**src/design/acc_pkg.sv**
```systemverilog
package acc_pkg;

	// ==================================================================
	// Datapath widths and constants
	localparam int ACC_W  = 40;
	localparam int WORD_W = 16;
	localparam int ADDR_W = 16;
	localparam logic [39:0] SAT39_POS = 40'h7FFFFFFFFF;
	localparam logic [39:0] SAT39_NEG = 40'h8000000000;
	localparam logic [39:0] SAT31_POS = 40'h007FFFFFFF;
	localparam logic [39:0] SAT31_NEG = 40'hFF80000000;
	localparam logic [15:0] ROUND_HALF   = 16'h8000;
	localparam logic [15:0] PTR_STEP     = 16'h0002;
	localparam logic [15:0] PTR_RESET    = 16'h0000;
	localparam logic [39:0] ACC_RESET    = 40'h0000000000;

	// ==================================================================
	// Register byte offsets
	localparam logic [7:0] CORE_CTRL_OFS = 8'h00;
	localparam logic [7:0] TRAP_CTRL_OFS = 8'h04;
	localparam logic [7:0] STATUS_OFS    = 8'h08;
	localparam logic [7:0] WB_PTR_OFS    = 8'h0C;
	localparam logic [7:0] ACCA_LO_OFS   = 8'h10;
	localparam logic [7:0] ACCA_HI_OFS   = 8'h14;
	localparam logic [7:0] ACCB_LO_OFS   = 8'h18;
	localparam logic [7:0] ACCB_HI_OFS   = 8'h1C;

	// ==================================================================
	// Field positions
	localparam int ROUND_KIND_BIT = 0;
	localparam int WRAP_TRAP_BIT  = 0;
	localparam int ST_CLIP_A      = 0;
	localparam int ST_CLIP_B      = 1;
	localparam int ST_GUARD_A     = 2;
	localparam int ST_GUARD_B     = 3;
	localparam int ST_ANY_GUARD   = 4;
	localparam int ST_ANY_CLIP    = 5;
	localparam int ST_TRAP        = 6;

	// ==================================================================
	// Enumerations
	typedef enum logic [2:0] {
		MAC_OP,
		MSUB_OP,
		PLAIN_MULTIPLY_OP,
		NEGATED_MULTIPLY_OP,
		EUCLID_DIST_OP,
		EUCLID_DIST_ACCUM_OP,
		STORE_ACC_OP,
		STORE_ACC_ROUNDED_OP
	} op_code_type;

	typedef enum logic [1:0] {
		WB_NONE,
		WB_REG_DIRECT,
		WB_POST_INC
	} wb_mode_type;

	typedef enum logic [1:0] {
		MODE_WRAP,
		MODE_SAT39,
		MODE_SAT31
	} sat_mode_type;

	typedef enum logic [3:0] {
		REG_CORE, REG_TRAP, REG_STATUS, REG_PTR,
		REG_ACCA_LO, REG_ACCA_HI, REG_ACCB_LO, REG_ACCB_HI,
		REG_NONE
	} reg_sel_type;

endpackage : acc_pkg

```
**src/design/accumulator_saturate_round.sv**
```systemverilog
`timescale 1ns/100ps

module accumulator_saturate_round #(
	parameter int ACC_W  = 40,
	parameter int WORD_W = 16,
	parameter int ADDR_W = 16
) (
	input  wire logic                 clk,
	input  wire logic                 nrst,
	// APB slave
	input  wire logic                 psel,
	input  wire logic                 penable,
	input  wire logic                 pwrite,
	input  wire logic [7:0]           paddr,
	input  wire logic [31:0]          pwdata,
	input  wire logic [3:0]           pstrb,
	output logic      [31:0]          prdata,
	output logic                      pready,
	output logic                      pslverr,
	// Saturation configuration from the core
	input  wire logic                 sat_enable,
	input  wire logic                 sat_bit31_sel,
	// Decoded operation
	input  wire logic                 op_valid,
	input  acc_pkg::op_code_type      op_code,
	input  wire logic                 op_target,
	input  wire logic [ACC_W-1:0]     op_operand,
	input  acc_pkg::wb_mode_type      op_wb_mode,
	input  wire logic [ADDR_W-1:0]    op_addr,
	// X bus write port
	output logic                      xbus_wr,
	output logic      [ADDR_W-1:0]    xbus_addr,
	output logic      [WORD_W-1:0]    xbus_wdata,
	// Status and trap
	output logic                      first_acc_clip_flag,
	output logic                      second_acc_clip_flag,
	output logic                      first_acc_guard_overflow,
	output logic                      second_acc_guard_overflow,
	output logic                      any_guard_overflow,
	output logic                      any_clip_flag,
	output logic                      trap_req
);

	// ==================================================================
	// State
	logic [ACC_W-1:0]  acc_r [2];
	logic [1:0]        clip_r;
	logic [1:0]        guard_r;
	logic              round_kind_select_r;
	logic              wrap_trap_enable_r;
	logic [ADDR_W-1:0] writeback_pointer_reg_r;
	logic [31:0]       prdata_r;
	logic              xbus_wr_r;
	logic [ADDR_W-1:0] xbus_addr_r;
	logic [WORD_W-1:0] xbus_wdata_r;

	// ==================================================================
	// Combinational datapath signals
	acc_pkg::sat_mode_type sat_mode;
	acc_pkg::reg_sel_type  sel;
	logic                  arith_op;
	logic                  accumulate;
	logic                  negate;
	logic [ACC_W-1:0]      tgt_acc;
	logic [ACC_W-1:0]      other_acc;
	logic [ACC_W:0]        addend_a;
	logic [ACC_W:0]        addend_b;
	logic [ACC_W:0]        sum_full;
	logic [ACC_W-1:0]      wrapped;
	logic                  ovf39;
	logic                  ovf31;
	logic                  positive;
	logic [ACC_W-1:0]      result;
	logic                  clip_set;
	logic                  guard_set;
	logic                  wb_allowed;
	logic                  wb_direct;
	logic                  wb_post_inc;
	logic                  store_op;
	logic [ACC_W-1:0]      round_src;
	logic                  round_en;
	logic [WORD_W-1:0]     rounded_word;
	logic                  apb_setup;
	logic                  apb_write;
	logic [1:0]            clip_clr;

	// ==================================================================
	// Register address decode, shared by reads, writes and errors
	function automatic acc_pkg::reg_sel_type decode(
		input logic [7:0] addr
	);
		case (addr)
			acc_pkg::CORE_CTRL_OFS: decode = acc_pkg::REG_CORE;
			acc_pkg::TRAP_CTRL_OFS: decode = acc_pkg::REG_TRAP;
			acc_pkg::STATUS_OFS:    decode = acc_pkg::REG_STATUS;
			acc_pkg::WB_PTR_OFS:    decode = acc_pkg::REG_PTR;
			acc_pkg::ACCA_LO_OFS:   decode = acc_pkg::REG_ACCA_LO;
			acc_pkg::ACCA_HI_OFS:   decode = acc_pkg::REG_ACCA_HI;
			acc_pkg::ACCB_LO_OFS:   decode = acc_pkg::REG_ACCB_LO;
			acc_pkg::ACCB_HI_OFS:   decode = acc_pkg::REG_ACCB_HI;
			default:                decode = acc_pkg::REG_NONE;
		endcase
	endfunction : decode

	// ==================================================================
	// Overflow mode from the configuration pins
	// Core holds these steady while accumulator ops run
	always_comb begin
		if (!sat_enable) begin
			sat_mode = acc_pkg::MODE_WRAP;
		end else if (sat_bit31_sel) begin
			sat_mode = acc_pkg::MODE_SAT31;
		end else begin
			sat_mode = acc_pkg::MODE_SAT39;
		end
	end

	// ==================================================================
	// Adder/subtracter with one extra bit to see the true sign
	always_comb begin
		tgt_acc    = acc_r[op_target];
		other_acc  = acc_r[~op_target];
		arith_op   = op_valid && !(op_code inside {acc_pkg::STORE_ACC_OP,
			acc_pkg::STORE_ACC_ROUNDED_OP});
		accumulate = op_code inside {acc_pkg::MAC_OP, acc_pkg::MSUB_OP,
			acc_pkg::EUCLID_DIST_ACCUM_OP};
		negate     = (op_code == acc_pkg::MSUB_OP)
			|| (op_code == acc_pkg::NEGATED_MULTIPLY_OP);
		addend_a   = accumulate ? {tgt_acc[ACC_W-1], tgt_acc} : '0;
		addend_b   = {op_operand[ACC_W-1], op_operand};
		if (negate) begin
			addend_b = (ACC_W+1)'(~addend_b + 1'b1);
		end
		sum_full   = (ACC_W+1)'(addend_a + addend_b);
		wrapped    = sum_full[ACC_W-1:0];
		positive   = ~sum_full[ACC_W];
		// Bit 39 overflow: true sign differs from stored sign
		ovf39      = sum_full[ACC_W] ^ sum_full[ACC_W-1];
		// Bit 31 overflow: value no longer fits a 1.31 number
		ovf31      = ovf39 || (wrapped[ACC_W-1:31] != {(ACC_W-31){wrapped[31]}});
	end

	// ==================================================================
	// Saturation and flag events for the target accumulator
	always_comb begin
		result    = wrapped;
		clip_set  = 1'b0;
		guard_set = 1'b0;
		case (sat_mode)
			acc_pkg::MODE_SAT39: begin
				clip_set = ovf39;
				if (ovf39) begin
					result = positive ? acc_pkg::SAT39_POS : acc_pkg::SAT39_NEG;
				end
			end
			acc_pkg::MODE_SAT31: begin
				clip_set = ovf31;
				if (ovf31) begin
					result = positive ? acc_pkg::SAT31_POS : acc_pkg::SAT31_NEG;
				end
			end
			default: begin
				// Wrap: sign is lost, only the flag records it
				clip_set = ovf39;
			end
		endcase
		// Guard bits in use once bits 39..31 disagree
		if (sat_mode != acc_pkg::MODE_SAT31) begin
			guard_set = result[ACC_W-1:31] != {(ACC_W-31){result[31]}};
		end
	end

	// ==================================================================
	// Write-back and store selection
	always_comb begin
		wb_allowed  = op_valid
			&& (op_code inside {acc_pkg::MAC_OP, acc_pkg::MSUB_OP});
		wb_direct   = wb_allowed && (op_wb_mode == acc_pkg::WB_REG_DIRECT);
		wb_post_inc = wb_allowed && (op_wb_mode == acc_pkg::WB_POST_INC);
		store_op    = op_valid && (op_code inside {acc_pkg::STORE_ACC_OP,
			acc_pkg::STORE_ACC_ROUNDED_OP});
		// Write-back reads the other accumulator before this op lands
		round_src   = store_op ? tgt_acc : other_acc;
		round_en    = store_op
			? (op_code == acc_pkg::STORE_ACC_ROUNDED_OP)
			: 1'b1;
	end

	// Shared round unit; store and write-back never coincide
	round_unit #(
		.ACC_W      (ACC_W)
	) u_round (
		.acc_in     (round_src),
		.round_en   (round_en),
		.convergent (round_kind_select_r),
		.word_out   (rounded_word)
	);

	// ==================================================================
	// Accumulators and per-accumulator flags
	generate
		for (genvar g = 0; g < 2; g++) begin : g_acc
			logic hit;
			assign hit = arith_op && (op_target == 1'(g));

			// Only the target accumulator takes the result
			always_ff @(posedge clk or negedge nrst) begin
				if (!nrst) begin
					acc_r[g] <= acc_pkg::ACC_RESET;
				end else if (hit) begin
					acc_r[g] <= result;
				end
			end

			// Sticky clip: set beats a same-cycle software clear
			always_ff @(posedge clk or negedge nrst) begin
				if (!nrst) begin
					clip_r[g] <= 1'b0;
				end else begin
					clip_r[g] <= (clip_r[g] & ~clip_clr[g])
						| (hit & clip_set);
				end
			end

			// Guard overflow reflects the latest result only
			always_ff @(posedge clk or negedge nrst) begin
				if (!nrst) begin
					guard_r[g] <= 1'b0;
				end else if (sat_mode == acc_pkg::MODE_SAT31) begin
					guard_r[g] <= 1'b0;
				end else if (hit) begin
					guard_r[g] <= guard_set;
				end
			end
		end
	endgenerate

	// ==================================================================
	// APB decode; every access completes without wait states
	always_comb begin
		sel       = decode(paddr);
		apb_setup = psel && !penable;
		apb_write = psel && penable && pwrite
			&& (sel != acc_pkg::REG_NONE);
		clip_clr  = 2'b00;
		if (apb_write && (sel == acc_pkg::REG_STATUS) && pstrb[0]) begin
			clip_clr = {pwdata[acc_pkg::ST_CLIP_B],
				pwdata[acc_pkg::ST_CLIP_A]};
		end
	end

	assign pready  = 1'b1;
	assign pslverr = psel && penable && (sel == acc_pkg::REG_NONE);
	assign prdata  = prdata_r;

	// Control bits steering rounding and trapping
	always_ff @(posedge clk or negedge nrst) begin
		if (!nrst) begin
			round_kind_select_r <= 1'b0;
			wrap_trap_enable_r  <= 1'b0;
		end else if (apb_write && pstrb[0]) begin
			if (sel == acc_pkg::REG_CORE) begin
				round_kind_select_r <= pwdata[acc_pkg::ROUND_KIND_BIT];
			end
			if (sel == acc_pkg::REG_TRAP) begin
				wrap_trap_enable_r <= pwdata[acc_pkg::WRAP_TRAP_BIT];
			end
		end
	end

	// Pointer: hardware write-back wins over a software write
	always_ff @(posedge clk or negedge nrst) begin
		if (!nrst) begin
			writeback_pointer_reg_r <= acc_pkg::PTR_RESET;
		end else if (wb_direct) begin
			writeback_pointer_reg_r <= rounded_word;
		end else if (wb_post_inc) begin
			writeback_pointer_reg_r <= writeback_pointer_reg_r
				+ acc_pkg::PTR_STEP;
		end else if (apb_write && (sel == acc_pkg::REG_PTR)) begin
			if (pstrb[0]) begin
				writeback_pointer_reg_r[7:0] <= pwdata[7:0];
			end
			if (pstrb[1]) begin
				writeback_pointer_reg_r[15:8] <= pwdata[15:8];
			end
		end
	end

	// Read data captured in the setup cycle, stable through access
	always_ff @(posedge clk or negedge nrst) begin
		if (!nrst) begin
			prdata_r <= 32'h00000000;
		end else if (apb_setup && !pwrite) begin
			case (sel)
				acc_pkg::REG_CORE: prdata_r <= {31'h00000000, round_kind_select_r};
				acc_pkg::REG_TRAP: prdata_r <= {31'h00000000, wrap_trap_enable_r};
				acc_pkg::REG_STATUS:
					prdata_r <= {25'h0000000, trap_req,
						any_clip_flag, any_guard_overflow,
						guard_r, clip_r};
				acc_pkg::REG_PTR: prdata_r <= {16'h0000, writeback_pointer_reg_r};
				acc_pkg::REG_ACCA_LO: prdata_r <= acc_r[0][31:0];
				acc_pkg::REG_ACCA_HI: prdata_r <= {24'h000000, acc_r[0][39:32]};
				acc_pkg::REG_ACCB_LO: prdata_r <= acc_r[1][31:0];
				acc_pkg::REG_ACCB_HI: prdata_r <= {24'h000000, acc_r[1][39:32]};
				default: prdata_r <= 32'h00000000;
			endcase
		end
	end

	// ==================================================================
	// X bus write: stores and post-increment write-back
	always_ff @(posedge clk or negedge nrst) begin
		if (!nrst) begin
			xbus_wr_r    <= 1'b0;
			xbus_addr_r  <= '0;
			xbus_wdata_r <= '0;
		end else begin
			xbus_wr_r <= store_op || wb_post_inc;
			if (store_op) begin
				xbus_addr_r  <= op_addr;
				xbus_wdata_r <= rounded_word;
			end else if (wb_post_inc) begin
				xbus_addr_r  <= writeback_pointer_reg_r;
				xbus_wdata_r <= rounded_word;
			end
		end
	end

	assign xbus_wr    = xbus_wr_r;
	assign xbus_addr  = xbus_addr_r;
	assign xbus_wdata = xbus_wdata_r;

	// ==================================================================
	// Status outputs and trap request
	assign first_acc_clip_flag       = clip_r[0];
	assign second_acc_clip_flag      = clip_r[1];
	assign first_acc_guard_overflow  = guard_r[0];
	assign second_acc_guard_overflow = guard_r[1];
	assign any_guard_overflow        = |guard_r;
	assign any_clip_flag             = |clip_r;
	// Level request; it drops once software clears the clip flags
	assign trap_req = wrap_trap_enable_r && !sat_enable
		&& (|clip_r);

endmodule : accumulator_saturate_round

```
**src/design/round_unit.sv**
```systemverilog
`timescale 1ns/100ps

// ======================================================================
// Combinational round of an accumulator to a 1.15 word
module round_unit #(
	parameter int ACC_W = 40
) (
	input  wire logic [ACC_W-1:0] acc_in,
	input  wire logic             round_en,
	input  wire logic             convergent,
	output logic      [15:0]      word_out
);

	logic [15:0] low_word;
	logic [15:0] high_word;
	logic        tie;
	logic        inc;

	// Low word picks the increment; a tie defers to bit 16 if convergent
	always_comb begin
		low_word  = acc_in[15:0];
		high_word = acc_in[31:16];
		tie       = (low_word == acc_pkg::ROUND_HALF);
		inc       = round_en && low_word[15];
		if (convergent && tie) begin
			inc = round_en && high_word[0];
		end
		// Without rounding the low word is simply dropped
		word_out = high_word + {15'h0000, inc};
	end

endmodule : round_unit

```
**config.mk**
```make
export PLATFORM = sky130hd
export DESIGN_NAME = accumulator_saturate_round
export DESIGN_NICKNAME = d
export VERILOG_FILES = /design/src/design/acc_pkg.sv /design/src/design/accumulator_saturate_round.sv /design/src/design/round_unit.sv
export SDC_FILE = /design/constraint.sdc
export NUM_CORES = 1
export LEC_CHECK = 0
export ABC_CLOCK_PERIOD_IN_PS = 3950
export BUFFER_PORTS_ARGS = -buffer_cell sky130_fd_sc_hd__buf_2
export CAP_MARGIN = 20
export CORE_ASPECT_RATIO = 0.8
export CORE_MARGIN = 5
export CORE_UTILIZATION = 40
export DETAILED_ROUTE_END_ITERATION = 12
export PLACE_DENSITY = 0.58
export RECOVER_POWER = 100
export SYNTH_ARGS = -nofsm -noshare
export SYNTH_HDL_FRONTEND = slang
export SYNTH_SLANG_ARGS = --single-unit
```
**constraint.sdc**
```tcl
create_clock -name clk -period 3.95 [get_ports clk]
set_input_delay 0 -clock clk [delete_from_list [all_inputs] [get_ports clk]]
set_output_delay 0 -clock clk [all_outputs]
set_load 0.05 [all_outputs]
```
* After elaboration in Yosys (flattened, before gate mapping)
Memory sizes are Yosys's and may differ from the RTL's.
Index checks and enable logic that the tools add are counted.
W data, S select, Z words.
** Word-level totals
- Memories :: 1
- Bits in writable memories :: 0
- ROM bits :: 128
- Bits in registers :: 167
- Bits in latches :: 0
- Output and inout port bits :: 74
- Logic and storage cells :: 139
** Operators by class
- Reductions and logical operators :: 47
- Bitwise operators :: 13
- Add/subtract/negate cells :: 4
- Shift operators :: 0
- Mux-type cells :: 36
- Magnitude comparators :: 2
- Multiply operators :: 0
- Div/mod/pow operators :: 0
- Equality and inequality tests :: 22
** Memory list
- (no name shown) :: depth 32, width 4, rd ports 1, clocked after memory_dff 0, wr ports 0, line accumulator_saturate_round.sv:92 : case (addr)
** Operators by type and width (number)
- $mux W40 :: 7
- $pmux W32 S8 :: 1
- $mux W32 :: 4
- $mux W16 :: 7
- $mux W41 :: 2
- $pmux W40 S2 :: 1
- $add A41 B1 Y41 const B :: 1
- $add A41 B41 Y41 :: 1
- $not A41 Y41 :: 1
- $logic_and A1 B1 Y1 :: 22
- $add A16 B1 Y16 :: 1
- $add A16 B2 Y16 const B :: 1
- $eq A16 B16 Y1 const B :: 1
- $eq A4 B3 Y1 const B :: 4
- $mux W8 :: 2
- $ne A8 B8 Y1 :: 2
- $reduce_bool A3 Y1 :: 4
- $reduce_bool A2 Y1 :: 5
- $eq A3 B3 Y1 const B :: 3
- $eq A4 B2 Y1 const B :: 2
- $mux W1 :: 8
- $reduce_and A2 Y1 :: 4
- $logic_not A3 Y1 :: 2
- $mux W2 :: 3
- 19 further kinds :: 35

* Logic depth before layout (Yosys ltp)
Gate-level depths: netlist of run 1.
- Depth after elaboration :: 14
- Mapped depth :: 26
- Mapped depth without buffers :: 23

* Hierarchy
From an unflattened synthesis of run 1, not the netlist that was laid out.
** Unflattened totals
- Cells, all modules :: 1548
- Area, all modules :: 12812.3 sq um
** By module, submodules not included
- accumulator_saturate_round :: times used 1, area an instance 12489.5 sq um, cells an instance 1503, seq. area each 4179.0 sq um
- round_unit :: times used 1, area an instance 322.8 sq um, cells an instance 45, seq. area each 0.0 sq um

* Worst setup path after synthesis of run 1
OpenSTA, ideal clock, no wires.
- Path type :: input to register
- From :: in op_operand[5]
- To :: reg acc_r[45] (netlist name)
- Buffers on the path :: 1
- Slack :: -1.441 ns
- Stages :: 24
- Setup time :: 0.087 ns
- Data arrival time :: 5.304 ns
- Cell sequence :: or4_1 nor3_1 nor4b_1 nand2_1 nor2_1 nand2_1 nor2_1 nand2_1 nor2_1 a21oi_1 xor2_1 ha_1 a21o_1 a2111oi_0 o21ai_0 and2_1 a221oi_1 o211ai_2 or3_1 nor4_1 a211o_1 buf_2 nand2_1 o211ai_1
** On the way
- Cells in the longest elaborated chain, start to end :: 8
- Elaborated cells between the ends (all ways) :: 12
** Ends and longest elaborated chain
- start, declared :: line accumulator_saturate_round.sv:27 : input wire logic [ACC_W-1:0] op_operand,
- $not A41 Y41 :: line accumulator_saturate_round.sv:132 : addend_b = (ACC_W+1)'(~addend_b + 1'b1);
- $add A41 B1 Y41 :: line accumulator_saturate_round.sv:132
- $mux W41 * :: line accumulator_saturate_round.sv:131 : if (negate) begin
- $add A41 B41 Y41 * :: line accumulator_saturate_round.sv:134 : sum_full = (ACC_W+1)'(addend_a + addend_b);
- $ne A8 B8 Y1 / $xor A1 B1 Y1 (equally long branches) :: line accumulator_saturate_round.sv:140, accumulator_saturate_round.sv:138
- $logic_or A1 B1 Y1 :: line accumulator_saturate_round.sv:140 : ovf31 = ovf39 || (wrapped[ACC_W-1:31] != {(ACC_W-31){wrapped[31]}});
- $mux W40 :: line accumulator_saturate_round.sv:158 : if (ovf31) begin
- $pmux W40 S2 * :: line accumulator_saturate_round.sv:149 : case (sat_mode)
- end signal, assigned by index :: line accumulator_saturate_round.sv:209 : acc_r[g] <= acc_pkg::ACC_RESET;
- end signal, assigned by index :: line accumulator_saturate_round.sv:211 : acc_r[g] <= result;
- end, declared :: line accumulator_saturate_round.sv:46 : logic [ACC_W-1:0] acc_r [2];
Every way passes the cells marked *; elsewhere a longest branch is shown, timed or not.
A chain may end at the register's enable or synchronous reset.

* Worst setup path in the final report of run 1
- From :: in op_operand[2]
- To :: reg guard_r[1], in the netlist second_acc_guard_overflow
** On the way
- Cells in the longest elaborated chain, start to end :: 12
- Elaborated cells between the ends (all ways) :: 16
** Ends and longest elaborated chain
- $not A41 Y41 :: line accumulator_saturate_round.sv:132
- $add A41 B1 Y41 :: line accumulator_saturate_round.sv:132
- $mux W41 * :: line accumulator_saturate_round.sv:131
- $add A41 B41 Y41 * :: line accumulator_saturate_round.sv:134
- $ne A8 B8 Y1 / $xor A1 B1 Y1 (equally long branches) :: line accumulator_saturate_round.sv:140, accumulator_saturate_round.sv:138
- $logic_or A1 B1 Y1 :: line accumulator_saturate_round.sv:140
- $mux W40 :: line accumulator_saturate_round.sv:158
- $pmux W40 S2 * :: line accumulator_saturate_round.sv:149
- $ne A8 B8 Y1 * :: line accumulator_saturate_round.sv:169 : guard_set = result[ACC_W-1:31] != {(ACC_W-31){result[31]}};
- $mux W1 * :: line accumulator_saturate_round.sv:168 : if (sat_mode != acc_pkg::MODE_SAT31) begin
- $mux W1 * :: line accumulator_saturate_round.sv:231 : end else if (hit) begin
- $mux W1 * :: line accumulator_saturate_round.sv:229 : end else if (sat_mode == acc_pkg::MODE_SAT31) begin
- end signal, assigned by index :: line accumulator_saturate_round.sv:232 : guard_r[g] <= guard_set;
- end, declared :: line accumulator_saturate_round.sv:48 : logic [1:0] guard_r;
Every way passes the cells marked *; elsewhere a longest branch is shown, timed or not. The select of a mux whose other input is x is not followed.

==> impl_metrics.csv, run 1 <==
group,metric,value,unit
floorplan,rows,57,
pwr,total_power,10.3,mW
clock_tree,cts_made_buffers,17,
drt,drt-vias-per-instance,5.69,
outcome,status,"finished with violations",
placement,pre_cts_ws,-1510,ps
floorplan,die_width,206,um
floorplan,core,30400,sq um
flow_run,cap_violations,3,
grt,grt_max_degree,90,
setup_path,cp.arrival,5150,ps
synthesis,synth_edf_count,0,
floorplan,io_pins,188,
setup_path,worst-setup-path-type,"in -> reg",
synthesis,async_reset_ff_share,100,%
synthesis,synth_ff_type,"dfrtp_1",
setup_path,r2r_slack,-300,ps
timing,fmax,208,MHz
hold_path,hp-start,"paddr[3]",
timing,finalSetupViolCount,85,
synthesis,synth_xor_xnor_area_share,7.31,%
setup_path,crit_required,4290,ps
timing,hold_viol_final,0,
drt,dr.pass1.iters,8,
outcome,violations,"max-capacitance violations, max-slew violations, negative setup slack",
hold_path,whs_path_depth,3,
setup_path,regToRegStartpoint,"acc_r[15]",
clock_tree,h-tree-depth,4,
grt,grt_pass1_vias,13400,
setup_path,r2r_end,"second_acc_guard_overflow",
clock_tree,insertion_delay,440,ps
grt,grt.total_usage,28.9,%
drt,drc,0,
synthesis,synth_compound_area_share,22.9,%
drt,totalWireLength,51.1,mm
synthesis,yosysSeqAreaShare,33.8,%
floorplan,die-area,34500,sq um
synthesis,yosys-top-cells-area,"dfrtp_1, nand2_1, mux2i_1",
synthesis,synth_adder_area_share,4.62,%
finish,final_nets,2213,
hold_path,whs_endpoint,"wrap_trap_enable_r",
finish,fin_cells,2481,
synthesis,synthSimpleGateAreaFrac,21.1,%
finish,area_delta_synth_final,47.9,%
finish,final_cell_mix,"buf_4, nand2_1, nor2_1, dfrtp_1",
pwr,power_density,563,nW/um^2
finish,final_util,60.1,%
drt,wl_per_cell,20.6,um
placement,dp.cells,2371,
setup_path,critical_path.max_fanout,3,
floorplan,initial_utilization,40.6,%
timing,min_period,4810,ps
synthesis,yosysUniqueCellTypes,77,
setup_path,cp-end-kind,"register",
timing,maxSlewHeadroom,-46.6,%
timing,rsz0062_at_grt,"yes",
pwr,peakVddDrop,0.354,mV
hold_path,hold_class,"in -> reg",
synthesis,synth-warning-count,0,
synthesis,syn_nets,1658,
synthesis,muxShareOfSynthArea,6.98,%
synthesis,synth_top_family_by_area,"compound AO/OA/AOI/OAI gates",
synthesis,synth_area_leader_cell,"dfrtp_1",
timing,slew_violations,147,
synthesis,synth-seq-cells,167,
placement,place.gp.congestion,0.961,
clock_tree,clk_pin_slew,70,ps
timing,fin_ws,-856,ps
grt,antenna_found_initial,1,
synthesis,synthDominantCellAreaShare,33.8,%
finish,drive_above_1_share,32.3,%
floorplan,die_h,167,um
synthesis,syn_avg_cell_area,8.24,sq um
setup_path,worst_setup_path_start_kind,"input pin",
placement,placement.io_buffers,168,
synthesis,syn_area,12300,sq um
synthesis,netlist_instances,1499,
timing,skew,14.0,ps
finish,fill_cells,2822,
timing,holdWs,41.5,ps
timing,worst_slew_pin_slew,2200,ps
setup_path,reg2reg_depth,17,
drt,drt_iter0_drc,1408,
pwr,p_leak,8.42,nW
placement,detailed_place_hpwl,39.4,mm
grt,grt-ovfl-total,0,
clock_tree,clock-sinks,167,
timing,fin_crit_sh,122,%
drt,vias,14100,
clock_tree,cts_tree,"yes",
grt,grt_pass1_wl,78.3,mm
clock_tree,clockRootBuffer,"clkbuf_16",
clock_tree,clockBufferDepth,2,
finish,final_common_cell,"buf_4",
drt,ant_nets,0,
## how the worst max path moves through the flow
stage / start / endpoint
2_1_floorplan: op_operand[5] / first_acc_guard_overflow
3_3_place_gp: op_operand[5] / acc_r[51]
3_5_place_dp: op_operand[5] / second_acc_guard_overflow
4_1_cts: op_operand[2] / second_acc_guard_overflow
5_1_grt: op_operand[2] / second_acc_guard_overflow
6_report: op_operand[2] / second_acc_guard_overflow
## what timing repair did
action	in CTS	in global routing
pin swaps	62	34
endpoints found under the hold margin	123	0
setup endpoints to repair	84	88
hold buffers	34	0
buffers inserted	34	14
gates resized for setup	88	91
## area by class of cell
cell class              count  area (sq um)  area share, %
diodes                      1          2.50         0.0137
clock buffers              19           443           2.43
clock inverters            13           129          0.706
inverters                  17          63.8          0.349
multi-input cells        1233          8560           46.9
flip-flops and latches    167          4180           22.9
well taps                 413           517           2.83
repair buffers            618          4370           23.9
## through the flow
stage	TNS [ps]	instance area [sq um]
3_3_place_gp	-107610	16300
4_1_cts	-57530	17900
3_5_place_dp	-116990	16300
5_1_grt	-75110	18300
6_report	-58290	18300
2_1_floorplan	-75350	12400
## cell families after synthesis
kind of cell / after synthesis
other: 1
AND/OR/NAND/NOR: 581
flip-flops: 167
buffers and inverters: 99
AO/OA/AOI/OAI: 419
XOR/XNOR: 103
multiplexers: 84
adder cells (fa/ha/maj): 45
## synthesized netlist by cell type, types with 5 or more instances
library cell  count
o21a_1           25
a22o_1            9
o21ai_0         110
o22ai_1           5
mux2_2            9
nor2_1          181
nor3_1           26
a221o_1           7
buf_2             7
nand4_1          17
a21o_1           20
nor3b_1           6
o211ai_1         22
a211oi_1          8
mux2i_1          73
ha_1             44
inv_1            17
and3_1            9
o221ai_1          9
clkbuf_1         68
or3_1             5
or4_1             5
o31ai_1           7
xor2_1           54
nand2_1         228
a222oi_1         11
nand2b_1          9
o22a_1           20
xnor2_1          49
nand3_1          41
and2_1           11
a21oi_1          74
a22oi_1           9
a31oi_1          27
dfrtp_1         167
nor4_1           18
a221oi_1         27
## flip-flops by register name (all words and copies together) (netlist names)
signal and flops:
acc_r 80, prdata 32, writeback_pointer_reg_r 16, xbus_addr 16, xbus_wdata 16, first_acc_clip_flag 1, first_acc_guard_overflow 1, round_kind_select_r 1
second_acc_clip_flag 1, second_acc_guard_overflow 1, wrap_trap_enable_r 1, xbus_wr 1
## critical path, stage by stage
cell	delay, ps
buf_6	90
or4_4	540
nor3_4	140
nor4b_4	250
nand2_1	120
nor2_2	150
nand2_2	90
nor2_4	120
nand2_2	90
nor2_4	110
buf_6	120
a21oi_4	50
xor2_2	170
ha_1	340
a21o_1	240
a2111oi_4	310
o21ai_2	100
and2_4	190
a221oi_4	310
o211ai_4	130
buf_6	150
or3b_4	370
mux2_4	300
o21a_4	140
mux2_4	300
a31oi_1	200
## power by group
part / total, mW / internal [mW] / switching [mW]
registers: 2.60 / 2.22 / 0.375
logic: 6.01 / 2.58 / 3.43
clock network: 1.68 / 0.944 / 0.733
## per-layer routing
layer	track usage, %	vias to the layer above	part of all wire (%)
li1	-	6587	-
met1	42.7	6838	45
met2	43.2	606	45
met3	6.59	76	8.4
met4	6.68	2	2.0
met5	0	-	0.025
Note: power is estimated with default switching activity, not from simulation.
==> run 2: changes to the inputs <==
--- a/config.mk
+++ b/config.mk
@@ -16,2 +16,3 @@
 export RECOVER_POWER = 100
+export REMOVE_ABC_BUFFERS = 1
 export SYNTH_ARGS = -nofsm -noshare
--- a/constraint.sdc
+++ b/constraint.sdc
@@ -3,2 +3,2 @@
 set_output_delay 0 -clock clk [all_outputs]
-set_load 0.05 [all_outputs]
+set_load 0.01 [all_outputs]
==> run 2 against run 1 <==
The flow still finishes with violations (max-capacitance violations, max-slew violations, negative setup slack). Clock power up 3%. Global-route usage down 1.4 points. Clock skew up 3.3 ps. Count of clock-buffer cells in the layout up 1. Final cell count down 0.32%. Die area unchanged. Via count down 1.2%. Sequential power about the same. Power down 3.8%. Final area about the same. Critical path depth unchanged. Sequential cell count unchanged. Critical path type unchanged.
==> impl_metrics.csv, run 2 (same netlist as run 1, synthesis figures left out) <==
group,metric,value,unit
hold_path,whs_path_depth,3,
timing,holdWs,33.7,ps
timing,rsz0062_at_grt,"yes",
grt,busiest_layer,"met2",
setup_path,slowest_stage,"or4_4",
setup_path,worst-setup-path-type,"in -> reg",
outcome,violations,"max-capacitance violations, max-slew violations, negative setup slack",
drt,drc,0,
grt,gr-usage-met2,42.5,%
clock_tree,clock-sinks,167,
finish,antenna_cells,0,
clock_tree,h-tree-depth,4,
drt,totalWireLength,49.5,mm
placement,dp.cells,2366,
clock_tree,clockBufferDepth,2,
drt,ant_nets,0,
setup_path,crit_family,"simple AND/OR/NAND/NOR gates",
setup_path,path_buf_inv,4,
setup_path,cp-end-kind,"register",
grt,grt_max_degree,106,
placement,place.gp.congestion,0.931,
finish,final_nets,2208,
drt,dr.pass1.iters,8,
finish,largest_reg_flops,80,
timing,fin_crit_sh,121,%
finish,area_delta_synth_final,48.0,%
setup_path,cp_num_cells,26,
timing,fin_ws,-810,ps
clock_tree,insertion_delay,430,ps
grt,grt_pass1_wl,75.3,mm
setup_path,reg2reg_depth,15,
floorplan,die_width,206,um
finish,drive_above_1_share,31.8,%
timing,hold_viol_final,0,
placement,placement.io_buffers,168,
finish,final_cell_mix,"buf_4, nand2_1, nor2_1, dfrtp_1",
flow_run,cap_violations,3,
floorplan,initial_utilization,40.6,%
setup_path,worst_setup_path_start_kind,"input pin",
timing,slew_violations,169,
timing,min_period,4760,ps
grt,grt_pass1_vias,13500,
floorplan,die-area,34500,sq um
floorplan,die_h,167,um
setup_path,crit_required,4260,ps
placement,detailed_place_hpwl,38.4,mm
placement,pre_cts_ws,-1600,ps
timing,fmax,210,MHz
timing,maxSlewHeadroom,-77.9,%
clock_tree,cts_tree,"yes",
floorplan,rows,57,
finish,top_register,"acc_r",
floorplan,core,30400,sq um
drt,drt-vias-per-instance,5.63,
drt,drt_iter0_drc,1230,
setup_path,crit_top_cell,"nor2_4",
finish,final_util,60.2,%
timing,worst_slew_pin_slew,2670,ps
setup_path,critical_path.max_fanout,13,
grt,gr-usage-met3,4.74,%
pwr,peakVddDrop,0.374,mV
grt,met1_usage,39.4,%
clock_tree,clk_pin_slew,70,ps
hold_path,hold_class,"in -> reg",
grt,grt.total_usage,27.5,%
pwr,p_leak,8.45,nW
setup_path,max_stage_delay,550,ps
finish,fill_cells,2745,
outcome,status,"finished with violations",
setup_path,cp.arrival,5070,ps
setup_path,r2r_slack,-210,ps
timing,skew,17.3,ps
drt,wl_per_cell,20.0,um
clock_tree,clockRootBuffer,"clkbuf_16",
timing,finalSetupViolCount,84,
clock_tree,cts_made_buffers,17,
grt,grt-ovfl-total,0,
drt,vias,13900,
finish,fin_cells,2473,
finish,final_common_cell,"buf_4",
floorplan,io_pins,188,
pwr,power_density,541,nW/um^2
grt,antenna_found_initial,1,
[run 2: changes by cell type in the layout (fill, tap and decap cells not counted), moves of 4 or more]
cell	delta
a31oi_4	-8
buf_4	-9
nor2_1	+5
clkinv_2	-7
buf_12	+8
buf_6	-4
nand2_4	+5
a31oi_1	+7
nand2_1	-6
[run 2: per-layer routing]
metal | vias up | part of all wire [%] | wire, um
met2 | 550 | 45 | 22100
met1 | 6721 | 45 | 22300
met3 | 80 | 7.5 | 3730
met5 | - | 0.026 | 13
li1 | 6582 | - | -
met4 | 2 | 2.9 | 1450
[run 2: through the flow]
step,cell area [sq um],TNS (ps),power (mW)
final,18300,-58580,9.89
after floorplan,12000,-132410,4.84
after CTS,17800,-53610,9.50
after global placement,16300,-121440,7.40
after detailed placement,16300,-125370,7.47
after global routing,18300,-80740,10.4
[run 2: final timing paths]
| kind | from | end |
|---|---|---|
| max | op_operand[2] | acc_r[52] |
| min | op_wb_mode[0] | writeback_pointer_reg_r[4] |
| max reg2reg | acc_r[2] | acc_r[52] |
| min reg2reg | xbus_wdata[3] | xbus_wdata[3] |
| max in group asynchronous | nrst | acc_r[68] |
| min in group asynchronous | nrst | prdata[17] |
[run 2: tightest hold or removal path, cell delays in order]
cell and delay (ps):
buf_2 120, nor3b_1 170, a21oi_1 120
[run 2: area by class of cell]
type / count / area (sq um) / area share [%]
clock buffers: 20 / 447 / 2.44
flip-flops and latches: 167 / 4180 / 22.9
inverters: 17 / 63.8 / 0.349
multi-input cells: 1233 / 8470 / 46.4
well taps: 413 / 517 / 2.83
clock inverters: 10 / 146 / 0.801
repair buffers: 613 / 4450 / 24.4
[run 2: timing repair]
item                                    4_1_cts  5_1_grt
setup buffers                                30       13
pin swaps                                    43       56
resized for setup                           100       88
hold endpoints to repair                    139        0
hold buffers                                 34        0
cloned                                        0        3
endpoints found under the setup margin       84       87
[run 2: where the power goes]
part	total, mW	leakage, nW	switching [mW]	internal (mW)
Sequential	2.58	2.02	0.359	2.22
Clock	1.73	0.275	0.722	1.01
Combinational	5.58	6.16	2.95	2.63
Total	9.89	8.45	4.03	5.87
==> run 3: changes to the inputs <==
Settings changed: SKIP_LAST_GASP set to 1.
==> run 3 against run 2 <==
The run still ends with max-capacitance violations, max-slew violations, negative setup slack left. Die area stayed put. Setup slack better by 6.1 ps. Sequential cell count stayed put. Final cell count is 0.20% higher. Clock power hardly changed. Critical endpoint is now acc_r[30]. Largest cell class unchanged. Largest power group unchanged. Highest routed layer unchanged.
==> impl_metrics.csv, run 3 (same netlist as run 1, synthesis figures left out) <==
group,metric,value,unit
pwr,p_int,5.83,mW
finish,final_nets,2213,
timing,fin_ws,-804,ps
finish,final_common_cell,"buf_4",
clock_tree,h-tree-depth,4,
timing,hold_viol_final,0,
setup_path,crit_required,4260,ps
grt,grt_pass1_vias,13500,
setup_path,max_stage_delay,550,ps
timing,skew,16.2,ps
finish,final_cell_mix,"buf_4, nand2_1, nor2_1, dfrtp_1, buf_2",
timing,maxSlewHeadroom,-78.0,%
pwr,seq_power_share,26.3,%
placement,placement.io_buffers,168,
clock_tree,clockBufferDepth,2,
drt,ant_nets,0,
floorplan,rows,57,
setup_path,critical_path.max_fanout,5,
clock_tree,insertion_delay,430,ps
placement,pre_cts_ws,-1600,ps
clock_tree,clockRootBuffer,"clkbuf_16",
timing,fin_tns_setup,-54590,ps
timing,fmax,210,MHz
setup_path,cp.arrival,5060,ps
clock_tree,clock-sinks,167,
pwr,clkPwrFrac,17.7,%
hold_path,whs_path_depth,3,
timing,holdWs,22.6,ps
floorplan,die_width,206,um
outcome,status,"finished with violations",
floorplan,die-area,34500,sq um
timing,fin_crit_sh,120,%
timing,min_period,4750,ps
outcome,violations,"max-capacitance violations, max-slew violations, negative setup slack",
setup_path,worst_setup_path_start_kind,"input pin",
timing,slew_violations,169,
placement,place_area,16300,sq um
floorplan,io_pins,188,
timing,finalSetupViolCount,84,
finish,final_util,60.0,%
pwr,switching_share,40.5,%
timing,worst_slew_pin_slew,2670,ps
setup_path,crit_top_cell,"buf_4",
setup_path,worst-setup-path-type,"in -> reg",
pwr,p_comb_share,56.0,%
drt,drc,0,
placement,detailed_place_hpwl,38.4,mm
setup_path,cp-end-kind,"register",
grt,grt_max_degree,106,
pwr,p_sw,3.97,mW
finish,antenna_cells,0,
drt,drt-vias-per-instance,5.59,
floorplan,die_h,167,um
pwr,p_leak,8.47,nW
timing,rsz0062_at_grt,"yes",
drt,wl_per_cell,20.0,um
drt,dr.pass1.iters,7,
pwr,peakVddDrop,0.374,mV
drt,drt_iter0_drc,1219,
finish,area_delta_synth_final,47.7,%
finish,top_register,"acc_r",
grt,grt_pass1_wl,75.2,mm
drt,vias,13900,
finish,fin_area,18200,sq um
grt,grt.total_usage,27.5,%
floorplan,initial_utilization,40.6,%
setup_path,reg2reg_depth,16,
grt,grt-ovfl-total,0,
placement,place.gp.congestion,0.931,
drt,totalWireLength,49.5,mm
pwr,power_density,538,nW/um^2
finish,largest_reg_flops,80,
hold_path,hold_class,"in -> reg",
clock_tree,clk_pin_slew,70,ps
floorplan,core,30400,sq um
finish,drive_above_1_share,32.1,%
clock_tree,cts_tree,"yes",
flow_run,cap_violations,3,
clock_tree,cts_made_buffers,17,
setup_path,slowest_stage,"or4_4",
grt,antenna_found_initial,1,
[run 3: what timing repair did]
| action | 4_1_cts | 5_1_grt |
|---|---|---|
| hold endpoints to repair | 139 | 0 |
| endpoints found under the setup margin | 84 | 87 |
| gates resized for setup | 95 | 77 |
| gates cloned | 0 | 4 |
| buffers inserted | 30 | 15 |
| hold buffers | 34 | 0 |
| pin swaps | 42 | 44 |
[run 3: cell type report]
class | instances | area [sq um]
Clock inverter | 10 | 146
Timing Repair Buffer | 618 | 4500
Tap cell | 413 | 517
Multi-Input combinational cell | 1233 | 8390
Sequential cell | 167 | 4180
Clock buffer | 20 | 447
Inverter | 17 | 63.8
Fill cell | 2753 | 12100
[run 3: final timing paths]
kind | startpoint | endpoint | slack [ps]
worst max-delay path | op_operand[3] | acc_r[30] | -800
worst min-delay path | op_wb_mode[0] | writeback_pointer_reg_r[4] | 20
worst max register to register | acc_r[2] | acc_r[30] | -330
worst min register to register | xbus_wdata[3] | xbus_wdata[3] | 480
max in group asynchronous | nrst | acc_r[68] | 930
min in group asynchronous | nrst | xbus_wdata[7] | 920
[run 3: power by group through the flow]
| stage | registers (mW) | clock network, mW | logic (mW) |
|---|---|---|---|
| after floorplan | 2.72 | 0 | 2.12 |
| after global placement | 2.57 | 0 | 4.83 |
| after detailed placement | 2.60 | 0 | 4.87 |
| after CTS | 2.57 | 1.75 | 5.18 |
| after global routing | 2.64 | 1.82 | 5.90 |
| final | 2.58 | 1.73 | 5.49 |
[run 3: stage by stage]
stage / std cells / power, mW
after global routing: 2478 / 10.4
final: 2478 / 9.80
after detailed placement: 2366 / 7.47
after floorplan: 1417 / 4.84
after global placement: 2366 / 7.40
after CTS: 2458 / 9.49
[run 3: layer usage]
metal	up-vias	track usage (%)	part of all wire (%)
met4	2	8.68	2.6
met3	74	4.64	6.7
met5	-	0	0.026
met2	500	42.6	45
li1	6588	-	-
met1	6698	39.4	46
[run 3: critical path: cells and delay by family]
kind                       cells  cell delay (ps)
and+or+nand+nor               11             2180
AOI/OAI and AO/OA              4              840
buffers and inverters         11             1280
xor gates and xnor gates       1              180
muxes                          1              250
adders and majority gates      1              320
